`config.mk`:
```
export PLATFORM = sky130hd
export DESIGN_NAME = xbl_line_if
export DESIGN_NICKNAME = d
export VERILOG_FILES = /design/src/rtl/xbl_sync3.v /design/src/rtl/xbl_fifo.v /design/src/rtl/xbl_line_if.v
export VERILOG_INCLUDE_DIRS = /design/src /design/src/include
export SDC_FILE = /design/constraint.sdc
export NUM_CORES = 1
export LEC_CHECK = 0
export BUFFER_PORTS_ARGS = -buffer_cell sky130_fd_sc_hd__buf_2
export CAP_MARGIN = 10
export CORE_ASPECT_RATIO = 1.75
export CORE_MARGIN = 1.5
export CORE_UTILIZATION = 40
export DETAILED_ROUTE_END_ITERATION = 8
export SYNTH_ARGS = -nofsm -noshare
export SYNTH_HDL_FRONTEND = slang
export SYNTH_HIERARCHICAL = 1
export SYNTH_SLANG_ARGS = --single-unit
```
`constraint.sdc`:
```
create_clock -name clk -period 5.86 [get_ports clk]
set_clock_uncertainty 0.05 [all_clocks]
set_input_delay 0 -clock clk [delete_from_list [all_inputs] [get_ports clk]]
set_output_delay 0 -clock clk [all_outputs]
set_load 0.03 [all_outputs]
```
`src/include/xbl_regs.vh`:
```
// Purpose: Constants for the bit-serial X.21 line interface.
// Assumes: Included by bare name from the design files.
// Notes: Field positions refer to the scanner data byte.
`ifndef XBL_REGS_VH
`define XBL_REGS_VH

// ----------------------------------------
// Write A field positions
// ----------------------------------------
`define XBL_WA_XMIT_MODE 0
`define XBL_WA_EXT_CLK 1
`define XBL_WA_DIAG_MODE 2
`define XBL_WA_TERM_RDY 3
`define XBL_WA_RATE_SEL 4
`define XBL_WA_SWITCHED 5
`define XBL_WA_OSC_LO 6
`define XBL_WA_OSC_HI 7
`define XBL_WA_RST 8'h00

// ----------------------------------------
// Write B field positions
// ----------------------------------------
`define XBL_WB_SEND_DATA 0
`define XBL_WB_RTS 1
`define XBL_WB_RST 6'h00

// ----------------------------------------
// Read B and read C field positions
// ----------------------------------------
`define XBL_RB_SVC 0
`define XBL_RB_RCV_BUF 1
`define XBL_RB_LINE_CHG 2
`define XBL_RB_CTS 3
`define XBL_RB_DSR 4
`define XBL_RB_INDICATE 5
`define XBL_RC_OVERRUN 6
`define XBL_RC_RX_LINE 7

// ----------------------------------------
// Timing counts in bit times
// ----------------------------------------
`define XBL_CTS_NS_BITS 5'd26
`define XBL_DSR_OFF_BITS 5'd17
`define XBL_CTS_SW_BITS 5'd24
`define XBL_SW_PRESCALE 5'd24

// ----------------------------------------
// Line levels and switched patterns
// ----------------------------------------
`define XBL_MARK 1'b1
`define XBL_PAT_NOT_READY 4'h5
`define XBL_PAT_READY 4'hF
`define XBL_PAT_CALL 4'h0

`endif

```
`src/rtl/xbl_sync3.v`:
```
// Purpose: Three-stage synchroniser for pins entering the clk domain.
// Assumes: Inputs are asynchronous levels.
// Notes: Output moves only when stages two and three agree.
`timescale 1ns/1ps
`default_nettype none
module xbl_sync3 #(
    parameter WIDTH = 1
) (
    // Clocking
    input wire clk,
    input wire rst,
    input wire ce,
    // Levels
    input wire [WIDTH-1:0] async_in,
    output reg [WIDTH-1:0] sync_out
);
    reg [WIDTH-1:0] s1_q;
    reg [WIDTH-1:0] s2_q;
    reg [WIDTH-1:0] s3_q;
    integer i;

    always @(posedge clk) begin
        if (rst) begin
            s1_q <= {WIDTH{1'b0}};
            s2_q <= {WIDTH{1'b0}};
            s3_q <= {WIDTH{1'b0}};
            sync_out <= {WIDTH{1'b0}};
        end else if (ce) begin
            s1_q <= async_in;
            s2_q <= s1_q;
            s3_q <= s2_q;
            for (i = 0; i < WIDTH; i = i + 1) begin
                if (s2_q[i] == s3_q[i]) begin
                    sync_out[i] <= s3_q[i];
                end
            end
        end
    end
endmodule // xbl_sync3
`default_nettype wire

```
`src/rtl/xbl_fifo.v`:
```
// Purpose: Send-data FIFO between scanner writes and the transmit buffer.
// Assumes: One clock; push and pop are valid/ready handshakes.
// Notes: Read data comes from an output register; total hold is DEPTH plus one.
`timescale 1ns/1ps
`default_nettype none
module xbl_fifo #(
    parameter WIDTH = 1,
    parameter DEPTH = 16,
    parameter AW = 4
) (
    // Clocking
    input wire clk,
    input wire rst,
    input wire ce,
    // Fill side
    input wire in_valid,
    output wire in_ready,
    input wire [WIDTH-1:0] in_data,
    // Drain side
    output reg out_valid,
    input wire out_ready,
    output reg [WIDTH-1:0] out_data
);
    reg [WIDTH-1:0] mem [0:DEPTH-1];
    reg [AW-1:0] wr_ptr_q;
    reg [AW-1:0] rd_ptr_q;
    reg [AW:0] count_q;
    wire push;
    wire load;

    assign in_ready = (count_q != DEPTH[AW:0]);
    assign push = in_valid && in_ready;
    // Refill the output register when the memory holds data and the register is free or being taken
    assign load = (count_q != {(AW+1){1'b0}}) && (!out_valid || out_ready);

    always @(posedge clk) begin
        if (ce && push) begin
            mem[wr_ptr_q] <= in_data;
        end
    end

    always @(posedge clk) begin
        if (rst) begin
            wr_ptr_q <= {AW{1'b0}};
            rd_ptr_q <= {AW{1'b0}};
            count_q <= {(AW+1){1'b0}};
            out_valid <= 1'b0;
            out_data <= {WIDTH{1'b0}};
        end else if (ce) begin
            if (push) begin
                wr_ptr_q <= (wr_ptr_q == DEPTH[AW-1:0] - 1'b1) ? {AW{1'b0}} : wr_ptr_q + 1'b1;
            end
            if (load) begin
                out_data <= mem[rd_ptr_q];
                out_valid <= 1'b1;
                rd_ptr_q <= (rd_ptr_q == DEPTH[AW-1:0] - 1'b1) ? {AW{1'b0}} : rd_ptr_q + 1'b1;
            end else if (out_ready) begin
                out_valid <= 1'b0;
            end
            if (push && !load) begin
                count_q <= count_q + 1'b1;
            end else if (!push && load) begin
                count_q <= count_q - 1'b1;
            end
        end
    end
endmodule // xbl_fifo
`default_nettype wire

```
`src/rtl/xbl_line_if.v`:
```
// Purpose: Bit-serial X.21 line interface between scanner and DCE.
// Assumes: Scanner strobes are one-cycle pulses on clk; DCE pins are asynchronous.
// Notes: One bit time is one falling edge of the selected strobe.
`timescale 1ns/1ps
`default_nettype none
`include "xbl_regs.vh"
module xbl_line_if #(
    parameter FIFO_DEPTH = 16,
    parameter FIFO_AW = 4
) (
    // Clocking
    input wire clk,
    input wire rst,
    input wire ce,
    // Scanner control cycles
    input wire scan_write_a,
    input wire scan_write_b,
    input wire scan_read_a,
    input wire scan_read_b,
    input wire scan_read_c,
    input wire [7:0] scan_data_in,
    output wire scan_write_b_ready,
    output reg [7:0] scan_data_out,
    output reg scan_data_valid,
    // Service handshake
    output reg service_request,
    input wire service_ack,
    output reg overrun,
    input wire overrun_reset,
    // Strobe sources
    input wire bit_clock_control_strobe,
    input wire [3:0] osc_clk,
    // DCE pins
    input wire dce_clock,
    input wire dce_receive,
    input wire dce_indicate,
    output reg dce_transmit,
    output reg dce_control,
    // Status toward the adapter
    output reg line_change,
    output reg clear_to_send,
    output reg data_set_ready
);
    // ----------------------------------------
    // Input synchronisers
    // ----------------------------------------
    wire [6:0] pins_s;
    wire dce_clock_s;
    wire rx_s;
    wire indicate_s;
    wire [3:0] osc_s;

    xbl_sync3 #(
        .WIDTH(7)
    ) u_sync (
        .clk(clk),
        .rst(rst),
        .ce(ce),
        .async_in({osc_clk, dce_indicate, dce_receive, dce_clock}),
        .sync_out(pins_s)
    );

    assign dce_clock_s = pins_s[0];
    assign rx_s = pins_s[1];
    assign indicate_s = pins_s[2];
    assign osc_s = pins_s[6:3];

    // ----------------------------------------
    // Scanner latches
    // ----------------------------------------
    reg [7:0] wa_q;
    reg [5:0] wb_q;
    wire xmit_mode;
    wire ext_clk;
    wire diag_mode;
    wire term_rdy;
    wire rate_sel;
    wire switched;
    wire [1:0] osc_sel;
    wire rts;

    assign xmit_mode = wa_q[`XBL_WA_XMIT_MODE];
    assign ext_clk = wa_q[`XBL_WA_EXT_CLK];
    assign diag_mode = wa_q[`XBL_WA_DIAG_MODE];
    assign term_rdy = wa_q[`XBL_WA_TERM_RDY];
    assign rate_sel = wa_q[`XBL_WA_RATE_SEL];
    assign switched = wa_q[`XBL_WA_SWITCHED];
    assign osc_sel = wa_q[`XBL_WA_OSC_HI:`XBL_WA_OSC_LO];
    assign rts = wb_q[`XBL_WB_RTS];

    always @(posedge clk) begin
        if (rst) begin
            wa_q <= `XBL_WA_RST;
            wb_q <= `XBL_WB_RST;
        end else if (ce) begin
            if (scan_write_a) begin
                wa_q <= scan_data_in;
            end
            if (scan_write_b && scan_write_b_ready) begin
                wb_q <= scan_data_in[5:0];
            end
        end
    end

    // ----------------------------------------
    // Send-data FIFO
    // ----------------------------------------
    wire fifo_valid;
    wire fifo_data;
    wire strobe_fall;

    xbl_fifo #(
        .WIDTH(1),
        .DEPTH(FIFO_DEPTH),
        .AW(FIFO_AW)
    ) u_fifo (
        .clk(clk),
        .rst(rst),
        .ce(ce),
        .in_valid(scan_write_b),
        .in_ready(scan_write_b_ready),
        .in_data(scan_data_in[`XBL_WB_SEND_DATA]),
        .out_valid(fifo_valid),
        .out_ready(strobe_fall),
        .out_data(fifo_data)
    );

    // ----------------------------------------
    // Strobe selection and edge detection
    // ----------------------------------------
    reg clk_shift_q;
    reg strobe_prev_q;
    reg strobe_sel;

    always @* begin
        if (ext_clk) begin
            strobe_sel = clk_shift_q;
        end else if (xmit_mode) begin
            strobe_sel = osc_s[osc_sel];
        end else begin
            strobe_sel = bit_clock_control_strobe;
        end
    end

    assign strobe_fall = strobe_prev_q && !strobe_sel;

    always @(posedge clk) begin
        if (rst) begin
            clk_shift_q <= 1'b0;
            strobe_prev_q <= 1'b0;
        end else if (ce) begin
            clk_shift_q <= dce_clock_s;
            strobe_prev_q <= strobe_sel;
        end
    end

    // ----------------------------------------
    // Service request and overrun
    // ----------------------------------------
    always @(posedge clk) begin
        if (rst) begin
            service_request <= 1'b0;
            overrun <= 1'b0;
        end else if (ce) begin
            if (strobe_fall) begin
                service_request <= 1'b1;
            end else if (service_ack) begin
                service_request <= 1'b0;
            end
            if (strobe_fall && service_request) begin
                overrun <= 1'b1;
            end else if (overrun_reset) begin
                overrun <= 1'b0;
            end
        end
    end

    // ----------------------------------------
    // Transmit and receive buffers
    // ----------------------------------------
    reg xmit_buf_q;
    reg rcv_buf_q;
    reg [1:0] pat_phase_q;
    wire incoming;

    assign incoming = diag_mode ? xmit_buf_q : rx_s;

    always @(posedge clk) begin
        if (rst) begin
            xmit_buf_q <= `XBL_MARK;
            rcv_buf_q <= `XBL_MARK;
            pat_phase_q <= 2'd0;
            line_change <= 1'b0;
        end else if (ce) begin
            line_change <= (incoming != rcv_buf_q);
            if (strobe_fall) begin
                if (fifo_valid) begin
                    xmit_buf_q <= fifo_data;
                end
                rcv_buf_q <= incoming;
                pat_phase_q <= pat_phase_q + 2'd1;
            end
        end
    end

    // ----------------------------------------
    // Line drive, nonswitched and switched
    // ----------------------------------------
    reg [3:0] pat;
    reg use_pat;
    reg ctl_d;

    always @* begin
        pat = `XBL_PAT_NOT_READY;
        use_pat = 1'b0;
        ctl_d = rts;
        if (switched) begin
            use_pat = 1'b1;
            ctl_d = 1'b0;
            if (diag_mode) begin
                pat = `XBL_PAT_CALL;
            end else if (term_rdy && !rts) begin
                pat = `XBL_PAT_READY;
            end else if (term_rdy && rts && rate_sel) begin
                pat = `XBL_PAT_CALL;
                ctl_d = 1'b1;
            end else if (term_rdy && rts) begin
                use_pat = 1'b0;
                ctl_d = 1'b1;
            end else begin
                pat = `XBL_PAT_NOT_READY;
            end
        end
    end

    always @(posedge clk) begin
        if (rst) begin
            dce_transmit <= `XBL_MARK;
            dce_control <= 1'b0;
        end else if (ce) begin
            dce_transmit <= use_pat ? pat[3 - pat_phase_q] : xmit_buf_q;
            dce_control <= ctl_d;
        end
    end

    // ----------------------------------------
    // Clear to send delay
    // ----------------------------------------
    reg [4:0] cts_cnt_q;
    reg [4:0] pre_cnt_q;
    wire sw_tick;

    // Switched timer ticks once per 24 bit times
    assign sw_tick = strobe_fall && (pre_cnt_q == `XBL_SW_PRESCALE - 5'd1);

    always @(posedge clk) begin
        if (rst) begin
            cts_cnt_q <= 5'd0;
            pre_cnt_q <= 5'd0;
            clear_to_send <= 1'b0;
        end else if (ce) begin
            if (switched) begin
                cts_cnt_q <= 5'd0;
                if (rts == clear_to_send) begin
                    pre_cnt_q <= 5'd0;
                end else if (sw_tick) begin
                    pre_cnt_q <= 5'd0;
                    clear_to_send <= rts;
                end else if (strobe_fall) begin
                    pre_cnt_q <= pre_cnt_q + 5'd1;
                end
            end else begin
                pre_cnt_q <= 5'd0;
                if (!rts) begin
                    cts_cnt_q <= 5'd0;
                    clear_to_send <= 1'b0;
                end else if (cts_cnt_q == `XBL_CTS_NS_BITS) begin
                    clear_to_send <= 1'b1;
                end else if (strobe_fall) begin
                    cts_cnt_q <= cts_cnt_q + 5'd1;
                end
            end
        end
    end

    // ----------------------------------------
    // Data set ready drop delay
    // ----------------------------------------
    reg [4:0] dsr_cnt_q;

    always @(posedge clk) begin
        if (rst) begin
            dsr_cnt_q <= 5'd0;
            data_set_ready <= 1'b0;
        end else if (ce) begin
            if (rx_s || indicate_s) begin
                dsr_cnt_q <= 5'd0;
                if (indicate_s) begin
                    data_set_ready <= 1'b1;
                end
            end else if (dsr_cnt_q == `XBL_DSR_OFF_BITS) begin
                data_set_ready <= 1'b0;
            end else if (strobe_fall) begin
                dsr_cnt_q <= dsr_cnt_q + 5'd1;
            end
        end
    end

    // ----------------------------------------
    // Scanner read answers
    // ----------------------------------------
    reg [7:0] rb;

    always @* begin
        rb = 8'h00;
        rb[`XBL_RB_SVC] = service_request;
        rb[`XBL_RB_RCV_BUF] = rcv_buf_q;
        rb[`XBL_RB_LINE_CHG] = line_change;
        rb[`XBL_RB_CTS] = clear_to_send;
        rb[`XBL_RB_DSR] = data_set_ready;
        rb[`XBL_RB_INDICATE] = indicate_s;
    end

    always @(posedge clk) begin
        if (rst) begin
            scan_data_out <= 8'h00;
            scan_data_valid <= 1'b0;
        end else if (ce) begin
            scan_data_valid <= scan_read_a || scan_read_b || scan_read_c;
            if (scan_read_a) begin
                scan_data_out <= wa_q;
            end else if (scan_read_b) begin
                scan_data_out <= rb;
            end else if (scan_read_c) begin
                scan_data_out <= {rx_s, overrun, wb_q};
            end
        end
    end
endmodule // xbl_line_if
`default_nettype wire

```
==> flow_metrics.py, run 1 <==
metrics = {
    "timing": {
        "slew_viol_final": 0,
        "hold_viol_final": 0,
        "tightest_slew_ps": 804,
        "setup_viol": 0,
        "tns_ps": 0,
        "max_freq_mhz": 282,
        "period_share_pct": 60.5,
        "slew_headroom_pct": 46.4,
        "rsz0062_at_grt": "false",
        "fin_crit_ps": 3540,
    },
    "yosys": {
        "ys.flop_type": "dfxtp_1",
        "synth_fa_ha_area_share_pct": 3.78,
        "synth_compound_area_share_pct": 14.6,
        "synth_edf_count": 16,
        "ys_warn_count": 6,
        "muxShareOfSynthArea_pct": 10.4,
        "ys_seq_area_share_pct": 45.3,
        "synth.ff_latch_count": 109,
        "async_flop_share_pct": 0,
        "synth-xor-area-share_pct": 1.36,
        "synth_top_family_by_area": "simple AND/OR/NAND/NOR gates",
        "syn_avg_cell_area_um2": 9.42,
        "synth_cells": 549,
        "syn-cell-area_um2": 5170,
        "synthSimpleGateAreaFrac_pct": 19.5,
        "yosys.cell_types.count": 70,
        "synthesis.nets": 590,
    },
    "worst_setup_path": {
        "start_kind": "register",
        "endpoint": "u_fifo/count_q[4]",
        "path_max_fanout": 7,
        "ff2ff_path_depth": 12,
        "rr_startpoint": "wa_q[6]",
        "crit_arrival_ps": 3740,
        "r2r_end": "u_fifo/count_q[4]",
        "cp.required_ps": 6060,
        "critPathCaptureType": "register",
        "path_class": "register to register",
        "r2r_slack_ps": 2320,
        "startpoint": "wa_q[6]",
    },
    "detailed_routing": {
        "postRouteAntennaNets": 0,
        "drtIter0Drc": 246,
        "drt-total-wl_mm": 11.3,
        "wl_per_cell_um": 14.7,
        "viasPerCell": 5.35,
        "drc_errors": 0,
        "drtPass1Iterations": 5,
        "via_count": 4089,
    },
    "global_route": {
        "grt_overflow": 0,
        "grt_pass1_vias": 4054,
        "grt_max_degree": 55,
        "grtUsageMet1_pct": 21.4,
        "grt.busiest_layer": "met2",
        "use_met3_pct": 3.40,
        "antenna_found_initial": 0,
        "use_met2_pct": 30.6,
        "grt_first_pass_wirelength_mm": 19.2,
        "grt_usage_pct": 17.8,
    },
    "floorplan": {
        "design.die.area_um2": 13600,
        "rows": 54,
        "start_util_pct": 41.1,
        "die_y_um": 153,
        "floorplan.core_area_um2": 12600,
        "die_w_um": 88.9,
        "io_pins": 43,
    },
    "clock_tree": {
        "cts_root_buf": "clkbuf_16",
        "clock-sinks": 109,
        "clk_pin_slew_ps": 80,
        "htree_num_levels": 3,
        "clockBufferDepth": 2,
        "cts_tree": "done",
        "clk_latency_ps": 350,
        "cts_made_buffers": 9,
    },
    "run": {
        "max_cap_violations": 0,
    },
    "finish": {
        "fin_nets": 633,
        "layout-drive-gt1-share_pct": 14.1,
        "area_growth_pct": 15.1,
        "diodes": 0,
    },
    "power": {
        "max-vdd-ir-drop_v": 0.000198,
        "p_leak_nw": 2.26,
        "report.power.total_mw": 1.88,
        "power_per_cell_area_nw_per_um2": 315,
    },
    "worst_hold_path": {
        "min_path_type": "input pin to register",
    },
    "placement": {
        "hpwlAfterDp_mm": 7.88,
        "port-buffer-count": 42,
        "gp_congestion": 0.784,
    },
    "status": {
        "run_status": "finished, final reports clean",
    },
}
[layer usage]
metal / wire (µm) / share of wire [%]
met2: 5850 / 52
met5: 0 / 0
met4: 250 / 2.2
met1: 4820 / 43
met3: 347 / 3.1
[kinds of logic (layout without fill, tap and decap cells)]
family | Yosys count | after routing
buffers and inverters | 54 | 102
adders and majority gates | 15 | 15
AOI/OAI and AO/OA | 106 | 106
DFF | 109 | 109
and+or+nand+nor | 207 | 207
muxes | 50 | 50
xor gates and xnor gates | 8 | 8
[critical path: stages (launching register included)]
cell       delay, ps
dfxtp_1          380
mux4_2           580
a2bb2oi_2        240
nor2_1           290
nand2b_1         190
o21ai_0          100
ha_1             210
inv_1            170
ha_1             300
a21o_1           190
a21oi_1          160
mux2i_1          220
mux2_2           340
[metrics by stage]
step | utilization (%) | area (µm²) | hold slack [ps] | setup slack (ps) | instances
floorplan | - | 5170 | 48.9 | 2670 | 549
global route | 47.3 | 5950 | 159 | 2170 | 765
finish | 47.3 | 5950 | 131 | 2320 | 765
global placement | 43.2 | 5430 | 188 | 2470 | 729
detailed placement | 43.2 | 5430 | 191 | 2350 | 729
CTS | 47.3 | 5950 | 121 | 2340 | 765
[state kept, by name (all words and copies together), names as in the netlist, 4 cells and up]
| register | cells |
|---|---|
| wb_q | 6 |
| u_sync/s2_q | 7 |
| u_sync/s3_q | 7 |
| u_fifo/rd_ptr_q | 4 |
| cts_cnt_q | 5 |
| u_fifo/count_q | 5 |
| dsr_cnt_q | 5 |
| u_fifo/mem | 16 |
| u_sync/sync_out | 7 |
| u_fifo/wr_ptr_q | 4 |
| scan_data_out | 8 |
| pre_cnt_q | 5 |
| wa_q | 8 |
| u_sync/s1_q | 7 |
[worst min-delay path by stage]
stage                                from                 end  slack (ps)  depth (start not counted)
after detailed placement        dce_clock      u_sync/s1_q[0]         190                          3
final                                  ce             wa_q[7]         130                          3
after CTS                              ce             wa_q[7]         120                          3
after global placement         osc_clk[3]      u_sync/s1_q[6]         190                          3
after floorplan           scan_data_in[0]       u_fifo/mem[0]          50                          0
after global routing         scan_write_b  u_fifo/wr_ptr_q[2]         160                          4
[cell usage in the layout (no fill, tap or decap), types with 4 or more instances in the layout]
cell type      synthesis  layout
a211oi_1               4       4
a21oi_1               40      40
a311o_1                5       5
a31oi_1                4       4
buf_2                  5      42
clkbuf_16              0      10
dfxtp_1               93      93
dlygate4sd3_1          0      20
edfxtp_1              16      16
ha_1                  14      14
inv_1                 22      22
mux2i_1               46      46
nand2_1               54      54
nand2b_1              13      13
nand3_1               17      17
nor2_1                71      71
nor2b_1                9       9
nor3_1                11      11
o211ai_1               4       4
o21ai_0               13      13
o32ai_1                5       5
or3_1                  4       4
xnor2_1                6       6
[cell type report]
class                      instances  area (µm²)
multi-input combinational        386        2560
clock inverter                     6        72.6
clock buffer                      10         250
fill                            1236        6620
tap                              168         210
timing repair buffer              64         425
inverter                          22        82.6
sequential                       109        2340
[power by group]
part / switching (mW) / leakage (nW) / internal (mW)
clock: 0.309 / 0.158 / 0.330
sequential: 0.0479 / 0.901 / 0.800
combinational: 0.212 / 1.20 / 0.177
[synth_stat cells, types with 3 or more instances]
master / count / area (µm²)
nor2b_1: 9 / 56.3
nor3_1: 11 / 55.1
mux2i_1: 46 / 460
buf_2: 5 / 25.0
buf_6: 4 / 45.0
clkbuf_1: 17 / 63.8
a21oi_1: 40 / 200
nor2_1: 71 / 267
nand2_1: 54 / 203
or3_1: 4 / 25.0
a211oi_1: 4 / 30.0
mux4_2: 3 / 67.6
xnor2_1: 6 / 52.6
edfxtp_1: 16 / 480
o21ai_0: 13 / 65.1
a31oi_1: 4 / 25.0
o21ai_1: 3 / 15.0
o211ai_1: 4 / 30.0
dfxtp_1: 93 / 1860
a311o_1: 5 / 50.1
nand4_1: 3 / 18.8
nor4_1: 3 / 18.8
o32ai_1: 5 / 43.8
inv_1: 22 / 82.6
nand3_1: 17 / 85.1
nand2b_1: 13 / 81.3
or2_2: 3 / 18.8
ha_1: 14 / 175
nor3b_1: 3 / 22.5
buf_1: 3 / 11.3
[timing repair]
item | 4_1_cts | 5_1_grt
buffers inserted | 0 | 0
endpoints found under the setup margin | 0 | 0
resized for setup | 0 | 0
hold buffers | 20 | 0
hold endpoints to repair | 38 | 0
Power figures use the tool's default switching activity.
==> run 2, diff against run 1 <==
clock period = 2.88 ns   (was 5.86 ns; I/O delays follow)
==> run 2 against run 1 <==
  * Non-clock buffer count rose by 10
  * Hold slack lost 120 ps
  * Sequential power grew 100%
  * Global-route usage is essentially flat
  * Clock power grew 99%
  * Largest cell class unchanged
==> flow_metrics.py, run 2 (synthesized netlist as in run 1, its figures left out) <==
metrics = {
    "status": {
        "run_status": "finished, final reports clean",
    },
    "worst_setup_path": {
        "r2r_end": "u_fifo/count_q[4]",
        "path_max_fanout": 5,
        "cp_slowest_cell": "mux4_2",
        "start_kind": "register",
        "critPathCaptureType": "register",
        "max_stage_delay_ps": 540,
        "endpoint": "u_fifo/count_q[4]",
        "r2r_slack_ps": 50,
        "crit_arrival_ps": 3020,
        "startpoint": "wa_q[6]",
        "cp.required_ps": 3070,
        "cp_cell_sequence": "mux4_2 > a2bb2oi_4 > nor2_2 > nand2b_4 > o21ai_2 > ha_2 > inv_4 > ha_4 > a21o_1 > a21oi_2 > mux2i_1 > mux2_2",
        "path_class": "register to register",
        "rr_startpoint": "wa_q[6]",
        "ff2ff_path_depth": 12,
    },
    "detailed_routing": {
        "drtPass1Iterations": 4,
        "postRouteAntennaNets": 0,
        "wl_per_cell_um": 14.9,
        "drt-total-wl_mm": 11.6,
        "drc_errors": 0,
        "drtIter0Drc": 161,
        "via_count": 4118,
        "viasPerCell": 5.31,
    },
    "floorplan": {
        "start_util_pct": 41.1,
        "io_pins": 43,
        "floorplan.core_area_um2": 12600,
        "die_w_um": 88.9,
        "design.die.area_um2": 13600,
        "die_y_um": 153,
        "rows": 54,
    },
    "global_route": {
        "grt_usage_pct": 17.8,
        "grt_pass1_vias": 4085,
        "grt_first_pass_wirelength_mm": 19.1,
        "antenna_found_initial": 0,
        "grt_max_degree": 54,
        "grt_overflow": 0,
    },
    "timing": {
        "fin_crit_ps": 2830,
        "rsz0062_at_grt": "true",
        "hold_slack_ps": 14.1,
        "hold_viol_final": 0,
        "setup_viol": 0,
        "slew_viol_final": 0,
        "max_freq_mhz": 353,
        "tightest_slew_ps": 688,
        "period_share_pct": 98.4,
        "slew_headroom_pct": 54.1,
    },
    "finish": {
        "diodes": 0,
        "layout_common_cells": "dfxtp_1 (92), nor2_1 (70), nand2_1 (54), mux2i_1 (46), buf_2 (42)",
        "largest_register_ffs": 16,
        "area_growth_pct": 17.1,
        "final_cells": 775,
        "reg_top3": "u_fifo/mem: 16 flops, scan_data_out: 8 flops, wa_q: 8 flops",
        "largest-register": "u_fifo/mem",
        "layout-drive-gt1-share_pct": 17.3,
        "fin_nets": 643,
        "layout_commonest_cell": "dfxtp_1",
        "final_area_um2": 6050,
    },
    "placement": {
        "gp_congestion": 0.806,
        "dpl-instance-area_um2": 5560,
        "hpwlAfterDp_mm": 8.30,
        "port-buffer-count": 42,
        "place_inst": 740,
    },
    "worst_hold_path": {
        "min_path_type": "input pin to register",
        "hold_path_startpoint": "scan_data_in[0]",
    },
    "clock_tree": {
        "cts_made_buffers": 9,
        "htree_num_levels": 3,
        "clockBufferDepth": 2,
        "clk_latency_ps": 350,
        "cts_root_buf": "clkbuf_16",
        "cts_tree": "done",
        "clk_pin_slew_ps": 80,
        "clock-sinks": 109,
        "ctsResizeCount": 0,
    },
    "power": {
        "report.power.total_mw": 3.88,
        "p_leak_nw": 2.31,
        "max-vdd-ir-drop_v": 0.000311,
        "power_per_cell_area_nw_per_um2": 641,
    },
    "run": {
        "max_cap_violations": 0,
    },
}
-- run 2: final cells by class --
cell class,instances,area [µm²]
fillers,1260,6520
multi-input cells,386,2610
flip-flops and latches,109,2340
repair buffers,74,495
clock buffers,9,225
well taps,168,210
inverters,22,85.1
clock inverters,7,78.8
-- run 2: where the power goes --
group	total, mW	internal, mW	switching [mW]	leakage, nW
Combinational	0.877	0.427	0.450	1.26
Sequential	1.73	1.63	0.101	0.901
Clock	1.27	0.688	0.585	0.153
-- run 2: routing by layer --
metal,GRT usage [%],share of wire [%],vias up
met1,19.6,41,2009
met4,6.23,2.3,0
li1,-,-,2039
met3,3.19,2.4,16
met5,0,0,-
met2,33.0,54,54
-- run 2: metrics by stage --
stage          worst slack (ps)  util [%]  setup TNS (ps)
3_3_place_gp               39.8      44.2               0
5_1_grt                   -73.8      48.2           -73.8
6_report                   46.3      48.2               0
4_1_cts                    7.67      48.1               0
2_1_floorplan             -13.4         -           -13.4
3_5_place_dp               12.2      44.2               0
-- run 2: critical path: cells and delay by family, from the launching register on --
kind                       cells  cell delay [ps]
DFF                            1              340
and+or+nand+nor                2              230
adders and majority gates      2              400
AOI/OAI and AO/OA              4              520
buffers and inverters          1               90
muxes                          3             1090
-- run 2: worst min path at each step --
stage                           endpoint  slack (ps)  depth (start not counted)
after floorplan            u_fifo/mem[0]          50                          0
after global placement    u_sync/s1_q[3]         190                          3
after detailed placement  u_sync/s1_q[5]         200                          3
after CTS                        wa_q[0]          20                          3
after global routing       u_fifo/mem[9]          30                          1
final                            wa_q[0]          10                          3
-- run 2: what timing repair did --
item	in CTS	in global routing
endpoints found under the hold margin	22	0
setup buffers	0	1
setup endpoints to repair	0	1
hold buffers	18	0
==> run 3, diff against run 2 <==
BUFFER_PORTS_ARGS = -buffer_cell sky130_fd_sc_hd__buf_4   (was -buffer_cell sky130_fd_sc_hd__buf_2)
CELL_PAD_IN_SITES_DETAIL_PLACEMENT = 2   (was not set)
CELL_PAD_IN_SITES_GLOBAL_PLACEMENT = 2   (was not set)
CORE_UTILIZATION = 34   (was 40)
PLACE_DENSITY_LB_ADDON = 0.1   (was not set)
clock period = 2.6 ns   (was 2.88 ns; I/O delays follow)
==> run 3 against run 2 <==
  * The run now ends with negative setup slack left
  * Critical path type unchanged
  * First-iteration DRC count decreased by 38%
  * Die area rose by 17%
  * Wire length up 24%
  * Hold slack improved by 8.1 ps
  * Core utilization decreased by 5.0 points
  * Non-clock buffer count rose by 27
  * Critical endpoint unchanged
  * Setup slack worse by 340 ps
  * Final cell count grew 5.4%
  * Sequential power is 10% higher
==> flow_metrics.py, run 3 (synthesized netlist as in run 1, its figures left out) <==
metrics = {
    "worst_setup_path": {
        "critical_path_buf_inv_count": 1,
        "crit_arrival_ps": 3090,
        "critPathCaptureType": "register",
        "cp_cell_sequence": "mux4_2 > a2bb2oi_4 > nor2_2 > nand2b_4 > o21ai_2 > ha_2 > inv_4 > ha_4 > a21o_1 > a21oi_2 > mux2i_1 > mux2_2",
        "path_max_fanout": 5,
        "r2r_end": "u_fifo/count_q[4]",
        "start_kind": "register",
        "rr_startpoint": "wa_q[6]",
        "cp_slowest_cell": "mux4_2",
        "r2r_slack_ps": -300,
        "critPathTopFamily": "multiplexers",
        "cp.required_ps": 2800,
        "max_stage_delay_ps": 560,
        "path_class": "register to register",
        "ff2ff_path_depth": 12,
    },
    "placement": {
        "gp_congestion": 0.722,
        "hpwlAfterDp_mm": 10.5,
        "port-buffer-count": 42,
        "place_ws_ps": -387,
    },
    "status": {
        "run_status": "finished, violations left",
        "violations": "negative setup slack",
    },
    "floorplan": {
        "io_pins": 43,
        "floorplan.core_area_um2": 14800,
        "die_w_um": 96.2,
        "rows": 59,
        "design.die.area_um2": 16000,
        "die_y_um": 166,
        "start_util_pct": 34.8,
    },
    "timing": {
        "tightest_slew_ps": 595,
        "setup_viol": 2,
        "hold_viol_final": 0,
        "max_freq_mhz": 345,
        "period_share_pct": 111,
        "slew_headroom_pct": 60.4,
        "slew_viol_final": 0,
        "rsz0062_at_grt": "true",
        "worst_slack_ps": -297,
        "tns_ps": -578,
        "hold_slack_ps": 22.2,
        "fin_crit_ps": 2900,
    },
    "detailed_routing": {
        "drt-total-wl_mm": 14.4,
        "drc_errors": 0,
        "wl_per_cell_um": 17.6,
        "postRouteAntennaNets": 0,
        "drtPass1Iterations": 4,
        "via_count": 4307,
        "viasPerCell": 5.27,
        "drtIter0Drc": 100,
    },
    "finish": {
        "layout-drive-gt1-share_pct": 21.1,
        "largest-register": "u_fifo/mem",
        "final_util_pct": 43.1,
        "layout_common_cells": "dfxtp_1 (92), buf_4 (82), nor2_1 (70), nand2_1 (54), mux2i_1 (46)",
        "area_growth_pct": 23.8,
        "fin_nets": 670,
        "largest_register_ffs": 16,
        "fillers": 1630,
        "multi_input_area_um2": 2630,
        "reg_top3": "u_fifo/mem: 16 flops, scan_data_out: 8 flops, wa_q: 8 flops",
        "diodes": 0,
        "regArea_um2": 2340,
        "layout_commonest_cell": "dfxtp_1",
    },
    "global_route": {
        "grt_pass1_vias": 4775,
        "grt_first_pass_wirelength_mm": 23.8,
        "antenna_found_initial": 0,
        "grt_max_degree": 51,
        "grt_overflow": 0,
        "grt_usage_pct": 19.1,
    },
    "clock_tree": {
        "cts_made_buffers": 9,
        "clk_pin_slew_ps": 80,
        "clock-sinks": 109,
        "clk_latency_ps": 350,
        "cts_root_buf": "clkbuf_16",
        "cts_tree": "done",
        "clockBufferDepth": 2,
        "htree_num_levels": 3,
    },
    "run": {
        "max_cap_violations": 0,
    },
    "worst_hold_path": {
        "min_path_type": "input pin to register",
        "whs_path_depth": 4,
        "hold_path_startpoint": "ce",
        "hold_end": "u_fifo/out_valid",
    },
    "power": {
        "power_per_cell_area_nw_per_um2": 717,
        "report.power.total_mw": 4.59,
        "max-vdd-ir-drop_v": 0.000292,
        "p_leak_nw": 2.47,
    },
}
==> run 3: cell types whose count changed in the layout (fill, tap and decap cells not counted), sizes merged <==
cell	before	now
buf	56	83
bufinv	1	0
clkbuf	9	10
==> run 3: layout make-up <==
type	instances	share of cell area, %
tap	183	3.58
clock inverter	6	0.938
timing repair buffer	101	12.7
clock buffer	10	3.73
inverter	22	1.33
sequential	109	36.6
multi-input combinational	386	41.1
==> run 3: timing repair <==
| action | in CTS | in global routing |
|---|---|---|
| endpoints found under the hold margin | 38 | 0 |
| pin swaps | 5 | 4 |
| hold buffers | 18 | 0 |
| endpoints found under the setup margin | 3 | 4 |
| setup buffers | 3 | 3 |
| resized for setup | 1 | 2 |
| gates cloned | 0 | 0 |
==> run 3: through the flow <==
stage,instances,cell area (µm²)
6_report,817,6400
5_1_grt,817,6400
2_1_floorplan,549,5220
4_1_cts,814,6370
3_5_place_dp,777,5860
3_3_place_gp,777,5860
==> run 3: worst max path at each step <==
stage	from	end	slack [ps]	cells after the start
3_5_place_dp	wa_q[6]	u_fifo/count_q[4]	-390	12
3_3_place_gp	wa_q[6]	u_fifo/count_q[4]	-320	12
4_1_cts	wa_q[6]	u_fifo/count_q[4]	-350	12
5_1_grt	wa_q[6]	u_fifo/count_q[4]	-490	12
6_report	wa_q[6]	u_fifo/count_q[4]	-300	12
2_1_floorplan	wa_q[6]	u_fifo/count_q[4]	-290	12
==> run 3: per-layer routing <==
metal	global-route usage (%)	wire length, µm	share of wire (%)
met3	2.20	263	1.8
met5	0	0	0
met1	20.3	5620	39
met4	5.56	171	1.2
met2	37.3	8370	58
==> run 3: tightest hold or removal path: cells and delay by family <==
family / cells / cell delay [ps]
buf+inv: 1 / 180
compound gates: 1 / 60
simple gates: 2 / 140
==> run 3: power by group <==
part | internal [mW] | switching [mW] | total (mW)
sequential | 1.80 | 0.106 | 1.91
clock | 0.705 | 0.689 | 1.39
combinational | 0.669 | 0.617 | 1.29
total | 3.18 | 1.41 | 4.59
